==> config.mk <==
export PLATFORM = sky130hd
export DESIGN_NAME = tmu_opt
export DESIGN_NICKNAME = d
export VERILOG_FILES = /design/src/tmu_pkg.sv /design/src/tmu_opt.sv
export SDC_FILE = /design/constraint.sdc
export NUM_CORES = 1
export LEC_CHECK = 0
export ABC_CLOCK_PERIOD_IN_PS = 1800
export BUFFER_PORTS_ARGS = -buffer_cell sky130_fd_sc_hd__buf_2
export CAP_MARGIN = 15
export CORE_MARGIN = 3
export CORE_UTILIZATION = 30
export CTS_CLUSTER_SIZE = 14
export DETAILED_ROUTE_END_ITERATION = 10
export RECOVER_POWER = 100
export SLEW_MARGIN = 20
export SYNTH_ARGS = -nofsm -noshare
export SYNTH_HDL_FRONTEND = slang
export SYNTH_SLANG_ARGS = --single-unit
==> constraint.sdc <==
create_clock -name clk -period 1.8 [get_ports clk]
set_input_delay 0.27 -clock clk [delete_from_list [all_inputs] [get_ports clk]]
set_output_delay 0.27 -clock clk [all_outputs]
set_load 0.02 [all_outputs]
==> src/tmu_pkg.sv <==
/*
 * Constants for the temporary read-out unprotection and bootloader option logic:
 * option byte numbers, field positions, patterns, reset values and limits.
 * Assumes it is compiled before any file that imports it.
 */

package tmu_pkg;

	// ----------------------------------------------------------------
	// Option byte numbers, used as the index on the option port
	// ----------------------------------------------------------------
	localparam logic [4:0] OPT_IDX_CTRL  = 5'h06; // Unprotect control byte
	localparam logic [4:0] OPT_IDX_KEY5  = 5'h0C; // First stored key byte
	localparam logic [4:0] OPT_IDX_KEY6  = 5'h0D;
	localparam logic [4:0] OPT_IDX_KEY7  = 5'h0E;
	localparam logic [4:0] OPT_IDX_KEY8  = 5'h0F;
	localparam logic [4:0] OPT_IDX_FAIL  = 5'h10; // Access failure counter
	localparam logic [4:0] OPT_IDX_BOOT  = 5'h11; // Bootloader enable byte
	localparam logic [4:0] OPT_IDX_NODUP_LO = 5'h08; // Bytes without complement copy
	localparam logic [4:0] OPT_IDX_NODUP_HI = 5'h10;

	// ----------------------------------------------------------------
	// Fields, patterns and limits
	// ----------------------------------------------------------------
	localparam int         KEY_COUNT        = 4;
	localparam int         CTRL_FIELD_LSB   = 0;
	localparam int         CTRL_FIELD_W     = 4;
	localparam logic [3:0] CTRL_DISABLE     = 4'h5;   // Pattern 0101 switches feature off
	localparam logic [7:0] FAIL_LIMIT       = 8'h08;  // Mass erase at this count
	localparam logic [7:0] FAIL_STEP        = 8'h01;
	localparam logic [7:0] BOOT_ON          = 8'h55;
	localparam logic [7:0] BOOT_ON_COMPL    = 8'hAA;
	localparam logic [7:0] KEY_ALL_ZERO     = 8'h00;
	localparam logic [7:0] KEY_ALL_ONE      = 8'hFF;

	// ----------------------------------------------------------------
	// Reset values (factory defaults)
	// ----------------------------------------------------------------
	localparam logic [7:0] OPT_RESET        = 8'h00;
	localparam logic [7:0] OPT_COMPL_RESET  = 8'hFF;

endpackage : tmu_pkg

==> src/tmu_opt.sv <==
/*
 * Option-byte driven temporary read-out unprotection and bootloader forcing.
 * Holds the stored key bytes and access failure counter without copies, and the control byte and
 * bootloader enable byte with their complement copies; compares presented
 * keys, counts failures, requests mass erase and forces the bootloader.
 * Assumes option writes and key attempts are synchronous single-cycle strobes
 * from the option programming path, and that memory erase is done elsewhere.
 */
// Overview of operation
// (RL1) Programmer must never store a key byte of all zeros or all ones.
// (RL2) Failure counter accepts a written value only while feature control field reads 0101.
// (RL3) While enabled, every key attempt with wrong values increments the failure counter; the code stops counting once it reaches eight.
// (RL4) Counter reaching eight requests erase of program flash and data EEPROM.
// (RL5) Boot byte 0x55 with complement 0xAA forces the bootloader to start.
// (RL6) Option bytes keep an inverted copy, except protection byte and bytes 8 to 16.
// (RL7) Protection lifts only when all presented key bytes match the stored key bytes.

`timescale 1ns/1ps

module tmu_opt (
	// Clock and reset
	input  wire logic        clk,
	input  wire logic        arst_n,
	// Option byte write port
	input  wire logic        opt_we,
	input  wire logic [4:0]  opt_index,
	input  wire logic [7:0]  opt_wdata,
	// Option byte read port
	input  wire logic [4:0]  opt_rindex,
	input  wire logic        opt_rcompl,
	output logic      [7:0]  opt_rdata,
	// Key attempt from programmer or application
	input  wire logic        key_valid,
	input  wire logic [31:0] key_data,
	// Results
	output logic             readout_unlocked,
	output logic             mass_erase,
	output logic             boot_loader_force,
	output logic             key_cfg_bad,
	output logic             temp_unprotect_en
);
	import tmu_pkg::*;

	// ----------------------------------------------------------------
	// Storage
	// ----------------------------------------------------------------
	logic [7:0] unprotect_key [KEY_COUNT];
	logic [7:0] unprotect_ctrl_byte;
	logic [7:0] unprotect_ctrl_byte_n;
	logic [7:0] unprotect_fail_count;
	logic [7:0] boot_loader_enable;
	logic [7:0] boot_loader_enable_n;

	// Index belongs to the range kept without complement copy
	function automatic logic no_dup(input logic [4:0] idx);
		no_dup = (idx >= OPT_IDX_NODUP_LO) && (idx <= OPT_IDX_NODUP_HI);
	endfunction : no_dup

	// ----------------------------------------------------------------
	// Decode
	// ----------------------------------------------------------------
	wire  logic [KEY_COUNT-1:0] key_hit;
	wire  logic [KEY_COUNT-1:0] key_we;
	wire  logic [KEY_COUNT-1:0] key_odd;
	wire  logic           tu_enabled;
	wire  logic           key_ok;
	wire  logic           key_bad;
	wire  logic           fail_we;
	wire  logic           at_limit;
	wire  logic [7:0]     next_fail_count;

	// Per-key compare, write decode and value check
	genvar gi;
	generate
		for (gi = 0; gi < KEY_COUNT; gi++) begin : g_key
			assign key_hit[gi] = (key_data[8*gi +: 8] == unprotect_key[gi]);
			assign key_we[gi]  = opt_we && (opt_index == OPT_IDX_KEY5 + 5'(gi));
			assign key_odd[gi] = (unprotect_key[gi] == KEY_ALL_ZERO) || (unprotect_key[gi] == KEY_ALL_ONE);
		end
	endgenerate

	// Feature state and attempt outcome
	assign tu_enabled      = unprotect_ctrl_byte[CTRL_FIELD_LSB +: CTRL_FIELD_W] != CTRL_DISABLE;
	assign key_ok          = &key_hit;                                            // RL7
	assign at_limit        = unprotect_fail_count >= FAIL_LIMIT;
	assign key_bad         = key_valid && tu_enabled && !key_ok && !at_limit;     // RL3
	assign fail_we         = opt_we && (opt_index == OPT_IDX_FAIL) && !tu_enabled; // RL2
	assign next_fail_count = unprotect_fail_count + FAIL_STEP;

	// ----------------------------------------------------------------
	// Key bytes
	// ----------------------------------------------------------------
	generate
		for (gi = 0; gi < KEY_COUNT; gi++) begin : g_key_reg
			always_ff @(posedge clk or negedge arst_n) begin
				if (!arst_n) begin
					unprotect_key[gi] <= OPT_RESET;
				end else if (key_we[gi]) begin
					unprotect_key[gi] <= opt_wdata;
				end
			end
		end
	endgenerate

	// Control and bootloader bytes with inverted copies
	always_ff @(posedge clk or negedge arst_n) begin
		if (!arst_n) begin
			unprotect_ctrl_byte   <= OPT_RESET;
			unprotect_ctrl_byte_n <= OPT_COMPL_RESET;
			boot_loader_enable    <= OPT_RESET;
			boot_loader_enable_n  <= OPT_COMPL_RESET;
		end else if (opt_we) begin
			if (opt_index == OPT_IDX_CTRL) begin
				unprotect_ctrl_byte   <= opt_wdata;
				unprotect_ctrl_byte_n <= ~opt_wdata; // RL6
			end else if (opt_index == OPT_IDX_BOOT) begin
				boot_loader_enable    <= opt_wdata;
				boot_loader_enable_n  <= ~opt_wdata; // RL6
			end
		end
	end

	// Failure counter: set only while disabled, counts only while enabled
	always_ff @(posedge clk or negedge arst_n) begin
		if (!arst_n) begin
			unprotect_fail_count <= OPT_RESET;
		end else if (fail_we) begin
			unprotect_fail_count <= opt_wdata; // RL2
		end else if (key_bad) begin
			unprotect_fail_count <= next_fail_count; // RL3
		end
	end

	// ----------------------------------------------------------------
	// Results
	// ----------------------------------------------------------------
	// Unlock is sticky until reset; erase pulses once on reaching the limit
	always_ff @(posedge clk or negedge arst_n) begin
		if (!arst_n) begin
			readout_unlocked <= 1'b0;
			mass_erase       <= 1'b0;
		end else begin
			if (key_valid && tu_enabled && key_ok && !at_limit) begin
				readout_unlocked <= 1'b1; // RL7
			end
			mass_erase <= key_bad && (next_fail_count == FAIL_LIMIT); // RL4
		end
	end

	// Bootloader force, key sanity flag and feature state
	always_ff @(posedge clk or negedge arst_n) begin
		if (!arst_n) begin
			boot_loader_force <= 1'b0;
			key_cfg_bad       <= 1'b0;
			temp_unprotect_en <= 1'b0;
		end else begin
			boot_loader_force <= (boot_loader_enable == BOOT_ON) && (boot_loader_enable_n == BOOT_ON_COMPL); // RL5
			key_cfg_bad       <= |key_odd; // RL1
			temp_unprotect_en <= tu_enabled;
		end
	end

	// Read mux: complement copy or true byte
	wire logic [7:0] rd_true;
	wire logic [7:0] rd_compl;
	assign rd_true = (opt_rindex == OPT_IDX_CTRL) ? unprotect_ctrl_byte :
		(opt_rindex == OPT_IDX_KEY5) ? unprotect_key[0] :
		(opt_rindex == OPT_IDX_KEY6) ? unprotect_key[1] :
		(opt_rindex == OPT_IDX_KEY7) ? unprotect_key[2] :
		(opt_rindex == OPT_IDX_KEY8) ? unprotect_key[3] :
		(opt_rindex == OPT_IDX_FAIL) ? unprotect_fail_count :
		(opt_rindex == OPT_IDX_BOOT) ? boot_loader_enable : OPT_RESET;
	assign rd_compl = (opt_rindex == OPT_IDX_CTRL) ? unprotect_ctrl_byte_n :
		(opt_rindex == OPT_IDX_BOOT) ? boot_loader_enable_n : OPT_RESET;

	always_ff @(posedge clk or negedge arst_n) begin
		if (!arst_n) begin
			opt_rdata <= OPT_RESET;
		end else begin
			opt_rdata <= (opt_rcompl && !no_dup(opt_rindex)) ? rd_compl : rd_true; // RL6
		end
	end

	// ----------------------------------------------------------------
	// Assertions
	// ----------------------------------------------------------------
	property p_fail_locked;
		@(posedge clk) disable iff (!arst_n)
		(opt_we && opt_index == OPT_IDX_FAIL && tu_enabled && !key_valid) |=> $stable(unprotect_fail_count);
	endproperty
	a_fail_locked: assert property (p_fail_locked) else $error("counter written while enabled"); // RL2

	property p_fail_inc;
		@(posedge clk) disable iff (!arst_n)
		(key_valid && tu_enabled && !(&key_hit) && unprotect_fail_count < FAIL_LIMIT)
			|=> unprotect_fail_count == $past(unprotect_fail_count) + FAIL_STEP;
	endproperty
	a_fail_inc: assert property (p_fail_inc) else $error("wrong key did not increment counter"); // RL3

	property p_erase;
		@(posedge clk) disable iff (!arst_n)
		$rose(unprotect_fail_count == FAIL_LIMIT) && $past(tu_enabled) |-> mass_erase;
	endproperty
	a_erase: assert property (p_erase) else $error("no erase at failure limit"); // RL4

	property p_boot;
		@(posedge clk) disable iff (!arst_n)
		##1 boot_loader_force == ($past(boot_loader_enable) == BOOT_ON && $past(boot_loader_enable_n) == BOOT_ON_COMPL);
	endproperty
	a_boot: assert property (p_boot) else $error("bootloader force mismatch"); // RL5

	property p_compl;
		@(posedge clk) disable iff (!arst_n)
		(opt_we && opt_index == OPT_IDX_CTRL)
			|=> (unprotect_ctrl_byte == $past(opt_wdata)) && (unprotect_ctrl_byte_n == ~$past(opt_wdata));
	endproperty
	a_compl: assert property (p_compl) else $error("control copy not inverted"); // RL6

	property p_unlock;
		@(posedge clk) disable iff (!arst_n)
		$rose(readout_unlocked) |-> $past(key_valid) && $past(&key_hit) && $past(tu_enabled);
	endproperty
	a_unlock: assert property (p_unlock) else $error("unlock without matching key"); // RL7

endmodule : tmu_opt

==> results.toml <==
[outcome]
status = "finished, violations left"
violations = "setup timing"

[pwr]
power_density_mw_per_mm2 = 1094
intPower_uw = 4238
p_clk_share_pct = 32.7
ir_drop_mv = 0.7009
seq_power_share_pct = 43.5
swShare_pct = 29.73
pwr-share-comb_pct = 23.8
p_leak_uw = 0.002554
net-switching-power_uw = 1793

[synthesis]
async_reset_ff_share_pct = 100.0
synth.cell_area_mm2 = 0.004383
yosysWarnings = 0
syn_inst = 382
synth_seq_cells = 85
ys_seq_area_share_pct = 48.99
syn_area_per_cell_um2 = 11.47
synth_nets = 439
synth_edf_count = 0
synth-main-ff-cell = "dfrtp_1"
ys_types = 49

[clocking]
htreeDepth = 3
clk_pin_slew_worst_paths_ns = 0.06
numCtsBuffers = 9
cts.sinks = 85
clk_path_buf_depth = 2
cts_tree = "yes"
clock_latency_ns = 0.34
root_buffer = "clkbuf_16"

[timing]
clock_skew_ns = 0.007250
setup_ws_ns = -0.08370
fin_crit_ns = 1.884
setup_viol_count_final = 5
final_hold_viol_count = 0
fmax_ghz = 0.5309
min_period_over_period_pct = 104.7
rsz0062_at_grt = "true"
maxSlewViolCount = 0
tightest_slew_ns = 1.197
slew-limit-headroom_pct = 20.23

[critical_path]
cp_max_fo = 4
cp.required_ns = 2.03
crit_type = "reg -> reg"
critPathArrivalTime_ns = 2.11
setup.worst_path.end_class = "flip-flop"
startpoint_type = "flip-flop"

[cells_and_area]
regArea_mm2 = 0.002147
fin_area_mm2 = 0.005513
antenna_cells = 0
finalNetCount = 546
post-route-util_pct = 39.11
layout-drive-gt1-share_pct = 36.23
final_common_cell = "dfrtp_1"
mostFrequentLayoutCells = "69 x dfrtp_1, 52 x buf_2, 49 x mux2_2"
area_delta_synth_final_pct = 25.78
num-fill-cells = 1411
multiInputGateArea_mm2 = 0.002123

[detailed_routing]
drt_wl_total_um = 13050
avgRoutedWirePerCell_um = 19.36
ant_nets = 0
drt_iter0_drc = 323
firstDrtPassIters = 5
drc_errors = 0
vias_per_cell = 5.190
num_vias = 3498

[grt]
grt_max_degree = 38
grt_pass1_vias = 3641
grt-ovfl-total = 0
antenna_found_initial = 0
grt_pass1_wl_um = 20250
grt_use_total_pct = 16.36

[die]
die-area_mm2 = 0.01610
initial_core_util_pct = 31.09
core-area_mm2 = 0.01410
io-pin-count = 68
fp.dieH_um = 126.9
die_w_um = 126.9
rows = 43

[place]
place_congestion = 0.9249
place_area_mm2 = 0.005266
io_buffers = 67
hpwl_um = 9809

[run]
cap_violations = 0

[hold_path]
hold_path_class = "in -> reg"
==> registers in the layout, summed over array words and instances, names as in the netlist <==
| name | count |
|---|---|
| unprotect_ctrl_byte_n | 8 |
| mass_erase | 1 |
| readout_unlocked | 1 |
| boot_loader_enable_n | 8 |
| boot_loader_force | 1 |
| key_cfg_bad | 1 |
| unprotect_ctrl_byte | 8 |
| unprotect_fail_count | 8 |
| boot_loader_enable | 8 |
| unprotect_key | 32 |
| opt_rdata | 8 |
| temp_unprotect_en | 1 |
==> per-layer routing <==
layer | up-vias | global-route usage, % | wire length (um)
met5 | - | 0 | 0
met4 | 0 | 4.669 | 155
met3 | 12 | 3.200 | 695
met2 | 119 | 25.68 | 6037
met1 | 1737 | 23.00 | 6163
li1 | 1630 | - | -
==> layout make-up <==
cell class,count,area share [%]
flip-flops and latches,85,38.95
multi-input cells,266,38.52
repair buffers,116,12.07
clock buffers,12,4.290
well taps,180,4.085
clock inverters,4,1.339
inverters,11,0.7490
==> power by group through the flow <==
stage                     clock network (uW)  logic (uW)  registers (uW)
after floorplan                            0         739            2670
after global placement                     0        1410            2630
after detailed placement                   0        1450            2650
after CTS                               2020        1480            2610
after global routing                    2100        1570            2660
final                                   1970        1430            2620
==> worst paths after layout <==
path                                                           start                                   end  slack, ns  cells after the start
worst max register to register         unprotect_key[28]$_DFFE_PN0P_   unprotect_fail_count[2]$_DFFE_PN0P_      -0.08                      6
min in group asynchronous                                     arst_n          unprotect_key[4]$_DFFE_PN0P_       0.52                      2
worst min register to register  unprotect_ctrl_byte_n[5]$_DFFE_PN1P_  unprotect_ctrl_byte_n[5]$_DFFE_PN1P_       0.47                      2
max in group asynchronous                                     arst_n  unprotect_ctrl_byte_n[5]$_DFFE_PN1P_       0.24                      3
worst min-delay path                                    opt_wdata[5]   boot_loader_enable_n[5]$_DFFE_PN1P_       0.22                      2
worst max-delay path                   unprotect_key[28]$_DFFE_PN0P_   unprotect_fail_count[2]$_DFFE_PN0P_      -0.08                      6
==> synth_stat cells (all sizes together) (2+ instances only) <==
cell type | n | share of area, %
dfrtp | 69 | 39
mux2 | 50 | 13
xor2 | 32 | 6.4
nor2 | 30 | 2.6
nand2 | 17 | 1.5
nor4 | 17 | 3.2
dfstp | 16 | 9.6
a221oi | 15 | 3.0
mux2i | 15 | 3.4
a21oi | 12 | 1.4
inv | 11 | 0.94
nand4 | 11 | 1.7
a31oi | 10 | 1.4
buf | 10 | 1.1
clkbuf | 10 | 0.88
nand3 | 10 | 1.1
a222oi | 8 | 1.8
and3 | 5 | 0.71
nor2b | 3 | 0.43
nor3b | 3 | 0.86
o21ai | 3 | 0.43
and3b | 2 | 0.40
and4bb | 2 | 0.57
ha | 2 | 0.57
nand3b | 2 | 0.34
nand4b | 2 | 0.40
nor3 | 2 | 0.49
o211ai | 2 | 0.46
or3 | 2 | 0.29
xnor2 | 2 | 0.40
==> critical path, cell delays in order (launching register included) <==
cell	delay (ns)
dfrtp_1	0.39
xor2_1	0.17
nor4_2	0.38
nand4_1	0.27
o211ai_2	0.22
xnor2_1	0.08
mux2_4	0.26
==> metrics by stage <==
| stage | total power, uW | instances | hold slack, ns | setup slack, ns | TNS, ns |
|---|---|---|---|---|---|
| 2_1_floorplan | 3405 | 382 | -0.02559 | 0.1300 | 0 |
| 3_3_place_gp | 4042 | 655 | 0.2212 | -0.1924 | -0.5803 |
| 3_5_place_dp | 4095 | 655 | 0.2305 | -0.2197 | -0.8321 |
| 4_1_cts | 6112 | 673 | 0.2139 | -0.08334 | -0.1536 |
| 5_1_grt | 6328 | 674 | 0.2235 | -0.1932 | -0.7329 |
| 6_report | 6030 | 674 | 0.2227 | -0.08370 | -0.2347 |
==> repair_timing <==
action                                  in CTS  in global routing
pin swaps                                    4                  5
setup buffers                                1                  1
gates resized for setup                      3                  2
hold endpoints to repair                    19                  0
endpoints found under the setup margin       5                  5
hold buffers                                 1                  0
==> kinds of logic after synthesis <==
kind of cell             Yosys count  synth area share, %
multiplexers                      65                16.36
XOR/XNOR                          34                6.794
adder cells (fa/ha/maj)            2               0.5708
buffers and inverters             31                2.940
AND/OR/NAND/NOR                  112                15.33
AO/OA/AOI/OAI                     53                9.021
flip-flops                        85                48.99
Power figures use the tool's default switching activity.
